[src/core/dwt_pkg.sv]
package dwt_pkg;

  // serial device address of the threshold page
  localparam logic [6:0] DWT_DEV_ADDR = 7'h51;

  // byte offsets of the threshold pairs
  localparam logic [7:0] DWT_OFS_SUPPLY_LOW_HI = 8'h0e;
  localparam logic [7:0] DWT_OFS_SUPPLY_LOW_LO = 8'h0f;
  localparam logic [7:0] DWT_OFS_BIAS_HIGH_HI = 8'h14;
  localparam logic [7:0] DWT_OFS_BIAS_HIGH_LO = 8'h15;
  localparam logic [7:0] DWT_OFS_BIAS_LOW_HI = 8'h16;
  localparam logic [7:0] DWT_OFS_BIAS_LOW_LO = 8'h17;
  localparam logic [7:0] DWT_OFS_TXPOWER_HIGH_HI = 8'h1c;
  localparam logic [7:0] DWT_OFS_TXPOWER_HIGH_LO = 8'h1d;

  // storage slots in the register array
  localparam int DWT_NUM_THR = 8;
  localparam logic [2:0] DWT_IDX_SUPPLY_LOW_HI = 3'h0;
  localparam logic [2:0] DWT_IDX_SUPPLY_LOW_LO = 3'h1;
  localparam logic [2:0] DWT_IDX_BIAS_HIGH_HI = 3'h2;
  localparam logic [2:0] DWT_IDX_BIAS_HIGH_LO = 3'h3;
  localparam logic [2:0] DWT_IDX_BIAS_LOW_HI = 3'h4;
  localparam logic [2:0] DWT_IDX_BIAS_LOW_LO = 3'h5;
  localparam logic [2:0] DWT_IDX_TXPOWER_HIGH_HI = 3'h6;
  localparam logic [2:0] DWT_IDX_TXPOWER_HIGH_LO = 3'h7;

  // reset and read-back values, pointer step and bit counting constants
  localparam logic [7:0] DWT_THR_RESET = 8'h00;
  localparam logic [7:0] DWT_MEAS_RESET = 8'h00;
  localparam logic [7:0] DWT_UNMAPPED_READ = 8'h00;
  localparam logic [7:0] DWT_PTR_STEP = 8'h01;
  localparam logic [3:0] DWT_BYTE_BITS = 4'h8;
  localparam logic [3:0] DWT_BIT_ONE = 4'h1;

  // weight of one count, kept for software scaling only
  localparam int DWT_SUPPLY_HI_LSB_UV = 25600;
  localparam int DWT_SUPPLY_LO_LSB_UV = 100;
  localparam int DWT_BIAS_LO_LSB_UA = 2;
  localparam int DWT_TXPOWER_HI_LSB_NW = 25600;

  // serial slave states
  typedef enum logic [2:0] {
    ST_IDLE,
    ST_DEVADDR,
    ST_ACK_DEV,
    ST_WR_BYTE,
    ST_ACK_WR,
    ST_RD_BYTE,
    ST_RD_ACK
  } dwt_state_e;

  // offset to {hit, slot}
  function automatic logic [3:0] dwt_decode(input logic [7:0] ofs);
    case (ofs)
      DWT_OFS_SUPPLY_LOW_HI: dwt_decode = {1'b1, DWT_IDX_SUPPLY_LOW_HI};
      DWT_OFS_SUPPLY_LOW_LO: dwt_decode = {1'b1, DWT_IDX_SUPPLY_LOW_LO};
      DWT_OFS_BIAS_HIGH_HI: dwt_decode = {1'b1, DWT_IDX_BIAS_HIGH_HI};
      DWT_OFS_BIAS_HIGH_LO: dwt_decode = {1'b1, DWT_IDX_BIAS_HIGH_LO};
      DWT_OFS_BIAS_LOW_HI: dwt_decode = {1'b1, DWT_IDX_BIAS_LOW_HI};
      DWT_OFS_BIAS_LOW_LO: dwt_decode = {1'b1, DWT_IDX_BIAS_LOW_LO};
      DWT_OFS_TXPOWER_HIGH_HI: dwt_decode = {1'b1, DWT_IDX_TXPOWER_HIGH_HI};
      DWT_OFS_TXPOWER_HIGH_LO: dwt_decode = {1'b1, DWT_IDX_TXPOWER_HIGH_LO};
      default: dwt_decode = 4'h0;
    endcase
  endfunction

  function automatic logic dwt_warn_test(input logic [7:0] meas, input logic [7:0] thr,
                                         input logic above);
    dwt_warn_test = above ? (meas > thr) : (meas < thr);
  endfunction

endpackage

[src/core/dwt_pin_sync.sv]
`timescale 1ns/1ps
`default_nettype none

// three-stage pin synchroniser; level moves only when stages two and three agree
module dwt_pin_sync
  import dwt_pkg::*;
(
  // clock and reset
  input wire logic clock_i,
  input wire logic nrst_i,
  input wire logic ce_i,
  // pin and filtered level
  input wire logic pin_i,
  output logic level_o
);

  logic [2:0] stage_reg;
  logic [2:0] stage_next;
  logic level_reg;
  logic level_next;

  // shift chain; first stage feeds only the second
  always_comb begin
    stage_next = {stage_reg[1:0], pin_i};
    level_next = (stage_reg[1] == stage_reg[2]) ? stage_reg[2] : level_reg;
  end

  // idle bus reads high, so reset to one
  always_ff @(posedge clock_i or negedge nrst_i) begin
    if (!nrst_i) begin
      stage_reg <= 3'h7;
      level_reg <= 1'b1;
    end else if (ce_i) begin
      stage_reg <= stage_next;
      level_reg <= level_next;
    end
  end

  assign level_o = level_reg;

endmodule // dwt_pin_sync

`default_nettype wire

[src/core/dwt_top.sv]
`timescale 1ns/1ps
`default_nettype none

module dwt_top
  import dwt_pkg::*;
(
  // clock, reset, enable
  input wire logic clock_i,
  input wire logic nrst_i,
  input wire logic ce_i,
  // two-wire serial pins
  input wire logic scl_i,
  input wire logic sda_i,
  output logic sda_o,
  output logic sda_oe_o,
  // measured high bytes with their strobes
  input wire logic [7:0] measured_supply_hi_i,
  input wire logic measured_supply_stb_i,
  input wire logic [7:0] measured_bias_hi_i,
  input wire logic measured_bias_stb_i,
  input wire logic [7:0] measured_txpower_hi_i,
  input wire logic measured_txpower_stb_i,
  // warning flag bits
  output logic supply_low_warn_o,
  output logic bias_high_warn_o,
  output logic bias_low_warn_o,
  output logic txpower_high_warn_o
);

  // filtered pin levels and their previous values
  logic scl_f;
  logic sda_f;
  logic scl_prev_reg;
  logic sda_prev_reg;
  logic scl_rise;
  logic scl_fall;
  logic bus_start;
  logic bus_stop;

  // serial slave state
  dwt_state_e state_reg;
  dwt_state_e state_next;
  logic [3:0] bit_cnt_reg;
  logic [3:0] bit_cnt_next;
  logic [7:0] shift_reg;
  logic [7:0] shift_next;
  logic [7:0] ptr_reg;
  logic [7:0] ptr_next;
  logic first_reg;
  logic first_next;
  logic rw_reg;
  logic rw_next;
  logic mst_ack_reg;
  logic mst_ack_next;
  logic oe_reg;
  logic oe_next;
  logic sda_out_reg;

  // threshold storage
  logic [7:0] thr_reg [DWT_NUM_THR];
  logic [7:0] thr_next [DWT_NUM_THR];
  logic [DWT_NUM_THR-1:0] thr_wr;

  // decoded pointer and read data
  logic [3:0] ptr_dec;
  logic [7:0] rd_byte;

  // pin synchronisers
  dwt_pin_sync u_scl_sync (
    .clock_i(clock_i),
    .nrst_i(nrst_i),
    .ce_i(ce_i),
    .pin_i(scl_i),
    .level_o(scl_f)
  );

  dwt_pin_sync u_sda_sync (
    .clock_i(clock_i),
    .nrst_i(nrst_i),
    .ce_i(ce_i),
    .pin_i(sda_i),
    .level_o(sda_f)
  );

  // bus conditions from filtered levels only
  assign scl_rise = scl_f & ~scl_prev_reg;
  assign scl_fall = ~scl_f & scl_prev_reg;
  assign bus_start = scl_f & scl_prev_reg & sda_prev_reg & ~sda_f;
  assign bus_stop = scl_f & scl_prev_reg & ~sda_prev_reg & sda_f;

  // unmapped offsets belong to other blocks and read as zero here
  assign ptr_dec = dwt_decode(ptr_reg);
  assign rd_byte = ptr_dec[3] ? thr_reg[ptr_dec[2:0]] : DWT_UNMAPPED_READ;

  // serial slave and register bank next values
  always_comb begin
    state_next = state_reg;
    bit_cnt_next = bit_cnt_reg;
    shift_next = shift_reg;
    ptr_next = ptr_reg;
    first_next = first_reg;
    rw_next = rw_reg;
    mst_ack_next = mst_ack_reg;
    oe_next = oe_reg;
    thr_wr = '0;
    for (int i = 0; i < DWT_NUM_THR; i++) begin
      thr_next[i] = thr_reg[i];
    end
    if (bus_stop) begin
      // stop ends any transfer and frees the line
      state_next = ST_IDLE;
      oe_next = 1'b0;
    end else if (bus_start) begin
      // start or repeated start; pointer survives for combined reads
      state_next = ST_DEVADDR;
      bit_cnt_next = '0;
      oe_next = 1'b0;
    end else begin
      unique case (state_reg)
        ST_IDLE: begin
          oe_next = 1'b0;
        end
        ST_DEVADDR, ST_WR_BYTE: begin
          if (scl_rise) begin
            shift_next = {shift_reg[6:0], sda_f};
            bit_cnt_next = bit_cnt_reg + DWT_BIT_ONE;
          end else if (scl_fall && bit_cnt_reg == DWT_BYTE_BITS) begin
            if (state_reg == ST_DEVADDR) begin
              if (shift_reg[7:1] == DWT_DEV_ADDR) begin
                rw_next = shift_reg[0];
                first_next = ~shift_reg[0];
                oe_next = 1'b1;
                state_next = ST_ACK_DEV;
              end else begin
                state_next = ST_IDLE;
              end
            end else begin
              oe_next = 1'b1;
              state_next = ST_ACK_WR;
              if (first_reg) begin
                // first written byte sets the pointer
                ptr_next = shift_reg;
                first_next = 1'b0;
              end else begin
                ptr_next = ptr_reg + DWT_PTR_STEP;
                if (ptr_dec[3]) begin
                  // supply low byte stored as is
                  // bias low bytes stored as is
                  thr_next[ptr_dec[2:0]] = shift_reg;
                  thr_wr[ptr_dec[2:0]] = 1'b1;
                end
              end
            end
          end
        end
        ST_ACK_DEV: begin
          if (scl_fall) begin
            bit_cnt_next = '0;
            if (rw_reg) begin
              shift_next = rd_byte;
              oe_next = ~rd_byte[7];
              state_next = ST_RD_BYTE;
            end else begin
              oe_next = 1'b0;
              state_next = ST_WR_BYTE;
            end
          end
        end
        ST_ACK_WR: begin
          if (scl_fall) begin
            bit_cnt_next = '0;
            oe_next = 1'b0;
            state_next = ST_WR_BYTE;
          end
        end
        ST_RD_BYTE: begin
          if (scl_rise) begin
            bit_cnt_next = bit_cnt_reg + DWT_BIT_ONE;
          end else if (scl_fall) begin
            if (bit_cnt_reg == DWT_BYTE_BITS) begin
              // release for the host's acknowledge
              oe_next = 1'b0;
              ptr_next = ptr_reg + DWT_PTR_STEP;
              state_next = ST_RD_ACK;
            end else begin
              shift_next = {shift_reg[6:0], 1'b0};
              oe_next = ~shift_reg[6];
            end
          end
        end
        ST_RD_ACK: begin
          if (scl_rise) begin
            mst_ack_next = ~sda_f;
          end else if (scl_fall) begin
            bit_cnt_next = '0;
            if (mst_ack_reg) begin
              shift_next = rd_byte;
              oe_next = ~rd_byte[7];
              state_next = ST_RD_BYTE;
            end else begin
              // not acknowledged: host ends the read
              state_next = ST_IDLE;
            end
          end
        end
      endcase
    end
  end

  // slave state registers; all freeze while ce_i is low
  always_ff @(posedge clock_i or negedge nrst_i) begin
    if (!nrst_i) begin
      scl_prev_reg <= 1'b1;
      sda_prev_reg <= 1'b1;
      state_reg <= ST_IDLE;
      bit_cnt_reg <= '0;
      shift_reg <= '0;
      ptr_reg <= '0;
      first_reg <= 1'b0;
      rw_reg <= 1'b0;
      mst_ack_reg <= 1'b0;
      oe_reg <= 1'b0;
      sda_out_reg <= 1'b0;
    end else if (ce_i) begin
      scl_prev_reg <= scl_f;
      sda_prev_reg <= sda_f;
      state_reg <= state_next;
      bit_cnt_reg <= bit_cnt_next;
      shift_reg <= shift_next;
      ptr_reg <= ptr_next;
      first_reg <= first_next;
      rw_reg <= rw_next;
      mst_ack_reg <= mst_ack_next;
      oe_reg <= oe_next;
      sda_out_reg <= 1'b0;
    end
  end

  // threshold array
  always_ff @(posedge clock_i or negedge nrst_i) begin
    if (!nrst_i) begin
      for (int i = 0; i < DWT_NUM_THR; i++) begin
        thr_reg[i] <= DWT_THR_RESET;
      end
    end else if (ce_i) begin
      for (int i = 0; i < DWT_NUM_THR; i++) begin
        thr_reg[i] <= thr_next[i];
      end
    end
  end

  // open-drain: only ever pulls low
  assign sda_o = sda_out_reg;
  assign sda_oe_o = oe_reg;

  dwt_warn_cmp #(.ABOVE(1'b0)) u_supply_low (
    .clock_i(clock_i),
    .nrst_i(nrst_i),
    .ce_i(ce_i),
    .meas_stb_i(measured_supply_stb_i),
    .meas_i(measured_supply_hi_i),
    .thr_wr_i(thr_wr[DWT_IDX_SUPPLY_LOW_HI]),
    .thr_i(thr_next[DWT_IDX_SUPPLY_LOW_HI]),
    .warn_o(supply_low_warn_o)
  );

  dwt_warn_cmp #(.ABOVE(1'b1)) u_bias_high (
    .clock_i(clock_i),
    .nrst_i(nrst_i),
    .ce_i(ce_i),
    .meas_stb_i(measured_bias_stb_i),
    .meas_i(measured_bias_hi_i),
    .thr_wr_i(thr_wr[DWT_IDX_BIAS_HIGH_HI]),
    .thr_i(thr_next[DWT_IDX_BIAS_HIGH_HI]),
    .warn_o(bias_high_warn_o)
  );

  dwt_warn_cmp #(.ABOVE(1'b0)) u_bias_low (
    .clock_i(clock_i),
    .nrst_i(nrst_i),
    .ce_i(ce_i),
    .meas_stb_i(measured_bias_stb_i),
    .meas_i(measured_bias_hi_i),
    .thr_wr_i(thr_wr[DWT_IDX_BIAS_LOW_HI]),
    .thr_i(thr_next[DWT_IDX_BIAS_LOW_HI]),
    .warn_o(bias_low_warn_o)
  );

  dwt_warn_cmp #(.ABOVE(1'b1)) u_txpower_high (
    .clock_i(clock_i),
    .nrst_i(nrst_i),
    .ce_i(ce_i),
    .meas_stb_i(measured_txpower_stb_i),
    .meas_i(measured_txpower_hi_i),
    .thr_wr_i(thr_wr[DWT_IDX_TXPOWER_HIGH_HI]),
    .thr_i(thr_next[DWT_IDX_TXPOWER_HIGH_HI]),
    .warn_o(txpower_high_warn_o)
  );

endmodule // dwt_top

`default_nettype wire

[src/core/dwt_warn_cmp.sv]
`timescale 1ns/1ps
`default_nettype none

// one warning comparison: holds the last measured high byte and the flag
module dwt_warn_cmp
  import dwt_pkg::*;
#(
  parameter bit ABOVE = 1'b1
)
(
  // clock and reset
  input wire logic clock_i,
  input wire logic nrst_i,
  input wire logic ce_i,
  // measurement side
  input wire logic meas_stb_i,
  input wire logic [7:0] meas_i,
  // threshold side, value as it will be after this edge
  input wire logic thr_wr_i,
  input wire logic [7:0] thr_i,
  // flag
  output logic warn_o
);

  logic [7:0] meas_reg;
  logic [7:0] meas_next;
  logic warn_reg;
  logic warn_next;

  // a fresh measurement wins over the stored one in the same cycle
  always_comb begin
    meas_next = meas_stb_i ? meas_i : meas_reg;
    warn_next = warn_reg;
    if (meas_stb_i || thr_wr_i) begin
      warn_next = dwt_warn_test(meas_next, thr_i, ABOVE);
    end
  end

  always_ff @(posedge clock_i or negedge nrst_i) begin
    if (!nrst_i) begin
      meas_reg <= DWT_MEAS_RESET;
      warn_reg <= 1'b0;
    end else if (ce_i) begin
      meas_reg <= meas_next;
      warn_reg <= warn_next;
    end
  end

  assign warn_o = warn_reg;

endmodule // dwt_warn_cmp

`default_nettype wire

[config.mk]
export PLATFORM = sky130hd
export DESIGN_NAME = dwt_top
export DESIGN_NICKNAME = d
export VERILOG_FILES = /design/src/core/dwt_pkg.sv /design/src/core/dwt_pin_sync.sv /design/src/core/dwt_top.sv /design/src/core/dwt_warn_cmp.sv
export SDC_FILE = /design/constraint.sdc
export NUM_CORES = 1
export LEC_CHECK = 0
export ABC_AREA = 1
export BUFFER_PORTS_ARGS = -buffer_cell sky130_fd_sc_hd__buf_4
export CAP_MARGIN = 20
export CELL_PAD_IN_SITES_DETAIL_PLACEMENT = 2
export CELL_PAD_IN_SITES_GLOBAL_PLACEMENT = 2
export CORE_MARGIN = 5
export CORE_UTILIZATION = 39
export DETAILED_ROUTE_END_ITERATION = 6
export PLACE_DENSITY = 0.87
export SLEW_MARGIN = 40
export SYNTH_ARGS = -nofsm -noshare
export SYNTH_HDL_FRONTEND = slang
export SYNTH_HIERARCHICAL = 1
export SYNTH_SLANG_ARGS = --single-unit
[constraint.sdc]
create_clock -name clock_i -period 5.11 [get_ports clock_i]
set_input_delay 1.022 -clock clock_i [delete_from_list [all_inputs] [get_ports clock_i]]
set_output_delay 1.022 -clock clock_i [all_outputs]
set_load 0.01 [all_outputs]
Word-level counts from Yosys, hierarchy flattened
Memory sizes are Yosys's and may differ from the RTL's.
Cells that the tools add are included.

storage, ports and cells
  logic and storage cells = 216
  flip-flop bits (word level) = 137
  memories kept = 1
  output and inout bits = 6
  bits of input ports = 32
  ROM bits = 128

memories
  memory            words  width  read ports  clocked after Yosys merged registers in  wr ports  line           source
  (name not given)  32     4      1           0                                        0         dwt_pkg.sv:54  case (ofs)

operators by class
  reductions and logical operators = 31
  bitwise logic cells = 20
  eq/ne operators = 37
  multiplexer cells = 87
  add/subtract/negate cells = 2
  $lt $le $gt $ge = 8

operator list
  cell                number
  $mux 64             8
  $mux 8              24
  $bwmux 64           1
  $mux 7              8
  $mux 3              14
  $ne 4x4->1 const B  10
  $pmux 8 s4          1
  $ne 2x2->1 const B  13
  $bmux 8 s3          1
  $demux 8 s3         1
  $reduce_and 11->1   2
  $mux 4              5
  $mux 1              18
  $gt 8x8->1          2
  $lt 8x8->1          2
  $pmux 8 s2          1
  $pmux 3 s5          1
  $reduce_and 13->1   1
  $not 1->1           12
  $pmux 4 s3          1
  $reduce_and 2->1    6
  $reduce_and 10->1   1
  $reduce_and 5->1    2
  $eq 3x3->1 const B  3
  31 further kinds    47

Depth between registers and ports, before layout
  depth after elaboration = 17
  gate-level depth with buffers = 23
  mapped depth without buffers = 23

By module
Netlist, hierarchy kept.

modules (own cells, without submodules)
  module                           area an instance (um^2)  sequential area each (um^2)  cells an instance  times used
  dwt_top                          5267.6                   2329.7                       751                1
  dwt_warn_cmp at u_bias_high ...  636.9                    225.2                        90                 2
  dwt_warn_cmp at u_bias_low ...   609.3                    225.2                        86                 2
  dwt_pin_sync                     168.9                    105.1                        20                 2

Least setup slack after synthesis
No wires, ideal clock.

  path kind = reg2reg
  start = register ptr_reg[0]
  end = register u_bias_high.warn_reg (netlist: u_bias_high/warn_o)
  cell stages (with the launch flop) = 18
  arrival time = 2653 ps
  slack = 2341 ps
  path buffers = 1
  clock period less this slack = 2769 ps
  path through = dfrtp_1 > ha_1 > ha_1 > a21oi_1 > nor2_2 > nand2_2 > inv_2 > nor2_2 > nand3_2 > buf_2 > o21ai_1 > inv_1 > ha_1 > a21o_1 > nor2_1 > nand2_1 > nand2_1 > nand2_1

RTL lines
  item                      line                source
  start: declaration        dwt_top.sv:47       logic [7:0] ptr_reg;
  start signal: assignment  dwt_top.sv:230      ptr_reg <= ptr_next;
  end signal: assignment    dwt_warn_cmp.sv:45  warn_reg <= warn_next;
  end: declaration          dwt_warn_cmp.sv:27  logic warn_reg;

==> results_dict.tcl <==
set metrics [dict create \
    setup_violations 0 \
    outcome "finished clean" \
    die_h_um 154 \
    yosys_warnings 6 \
    numCtsBuffers 17 \
    rsz0062_at_grt "false" \
    drt_first_pass_iters 5 \
    syn_area_um2 8100 \
    final_cells 1452 \
    worst_pin_slew_ns 0.732 \
    p_per_area_nw_per_um2 398 \
    max_freq_ghz 0.253 \
    p_leak_nw 4.46 \
    synthTopCellsByCount "nand2_1, o21ai_0, inv_1, dfrtp_1, nor2_1" \
    placedCellCount 1420 \
    fin_skew_ns 0.00936 \
    synth_seq_area_share_pct 42.5 \
    clk_pin_slew_ns 0.07 \
    place_congestion 0.858 \
    grt_max_degree 75 \
    critPathSlowestCell "o21ai_0" \
    root_buffer "clkbuf_16" \
    setup_tns_ns 0 \
    hp-class "reg2reg" \
    dp_slack_ns 1.52 \
    layout-drive-gt1-share_pct 9.48 \
    max_stage_delay_ns 0.53 \
    period_needed_ns 3.95 \
    ios 38 \
    postCtsResizedCells 0 \
    dieWidth_um 154 \
    synthCells 1143 \
    syn-num-nets 1210 \
    die_area_um2 23700 \
    h-tree-depth 4 \
    via_per_inst 5.50 \
    yosysUniqueCellTypes 38 \
    cts_sinks 137 \
    cts.path.max_buffers 2 \
    ir_drop_mv 0.270 \
    antenna_left 0 \
    synth_flop_cell "dfrtp_1" \
    ys_ff_latch 137 \
    rows 52 \
    core-area_um2 20400 \
    start_util_pct 39.8 \
    diodes 0 \
    endpoint_kind "register" \
    slew_violations 0 \
    grt-ovfl-total 0 \
    synth_top_area_cell "dfrtp_1" \
    portBuffers 36 \
    path_depth 19 \
    hold_depth 2 \
    cts_setup_buffers 0 \
    final-hold-violation-count 0 \
    grt_pass1_wl_um 49900 \
    fin_ws_ns 1.16 \
    cpMostUsedCell "nand2_1" \
    worstSkewPairLatency_ns 0.44 \
    cts_tree "done" \
    nNetsFinal 1236 \
    antenna_found_initial 0 \
    synth_top_area_share_pct 39.2 \
    reg2regPathDepth 19 \
    start_kind "register" \
    avgSynthCellArea_um2 7.08 \
    track_usage_pct 26.9 \
    place_hpwl_um 19900 \
    hold_buffers 0 \
    path_buf_inv 2 \
    cp_top_family "simple AND/OR/NAND/NOR gates" \
    cap_violations 0 \
    syn2layout_area_growth_pct 13.8 \
    routed_wl_um 31600 \
    synthArstFlopShare_pct 100 \
    wl_per_cell_um 21.7 \
    crit_chain "ha_1, ha_1, a21oi_1, nor2_2, nand2_2, inv_2, nor2_2, nand3_2, o21ai_0, inv_1, ha_1, nand2_1, nand2_1, nand2_1, nand2_1, nand2_1, nand2_1, nand2_1, nand2_1" \
    synth_most_common_cell "nand2_1" \
    relSlewSlack_pct 51.0 \
    period_share_pct 77.4 \
    worstPathRequired_ns 5.45 \
    cp_max_fo 17 \
    drt-initial-drc-count 456 \
    grt_pass1_vias 8810 \
    synthTopCellsByArea "dfrtp_1, nand2_1, o21ai_0, inv_1, ha_1" \
    crit_type "reg2reg" \
    vias 7985 \
    arrival_ns 4.29 \
    nFillCells 2374 \
    synth_edf_count 0 \
    drc 0 \
]
## final timing paths
kind | startpoint | to | slack [ns]
max | ptr_reg[0] | u_bias_high/warn_o | 1.16
min | u_scl_sync/stage_reg[0] | u_scl_sync/stage_reg[0] | 0.48
min reg2reg | u_scl_sync/stage_reg[0] | u_scl_sync/stage_reg[0] | 0.48
max reg2reg | ptr_reg[0] | u_bias_high/warn_o | 1.16
min in group asynchronous | nrst_i | thr_reg[14] | 0.53
max in group asynchronous | nrst_i | asynchronous set/reset pin | 3.51
## power by group
group | switching, mW | internal [mW]
Clock | 0.549 | 0.755
Sequential | 0.182 | 1.23
Combinational | 0.695 | 0.259
## stage by stage
stage	total power, mW	hold WS (ns)	util [%]	area, µm²
after floorplan	1.90	0.446	-	8100
after detailed placement	2.32	0.473	42.2	8600
final	3.67	0.478	45.2	9210
after CTS	3.68	0.484	45.2	9210
after global placement	2.26	0.457	42.2	8600
after global routing	3.86	0.507	45.2	9210
## cell usage in the layout (no fill, tap or decap), drive strengths merged
master and instances:
nor3b 2, nor4 1, a211oi 1, nand2 384, a21o 2, dfstp 10, o211ai 5, o31ai 1
dfrtp 127, buf 45, a21oi 48, nand4 3, ha 35, mux2i 2, clkbuf 22, nand3 49
or2 10, clkinv 6, nor3 9, nor2 74, a31oi 3, o21ai 182, nand3b 1, inv 155
xor2 4, conb 1
## worst min-delay path, cell delays in order, from the launching register on
cell     delay (ns)
dfstp_2        0.37
inv_1          0.04
o21ai_0        0.06
## kinds of logic (layout without fill, tap and decap cells)
group / Yosys count / in the layout / synth area share, %
buf+inv: 189 / 228 / 9.16
xor+xnor: 4 / 4 / 0.433
other cells: 1 / 1 / 0.0463
fa+ha+maj: 35 / 35 / 5.41
mux: 2 / 2 / 0.247
flops: 137 / 137 / 42.5
compound gates: 242 / 242 / 15.4
simple gates: 533 / 533 / 26.8
## per-layer routing
metal / up-vias / share of wire (%) / global-route usage [%]
met5: - / 0 / 0
met4: 0 / 3.8 / 11.6
met3: 82 / 4.6 / 5.51
met2: 187 / 50 / 46.2
met1: 4038 / 42 / 32.5
li1: 3678 / - / -
## cell type report
type	instances	area [µm²]	area share [%]
Clock buffer	22	539	5.85
Clock inverter	10	70.1	0.761
Inverter	151	567	6.15
Multi-Input combinational cell	817	3920	42.5
Sequential cell	137	3440	37.4
Tap cell	270	338	3.67
Timing Repair Buffer	45	342	3.71
Note: power is estimated with default switching activity, not from simulation.
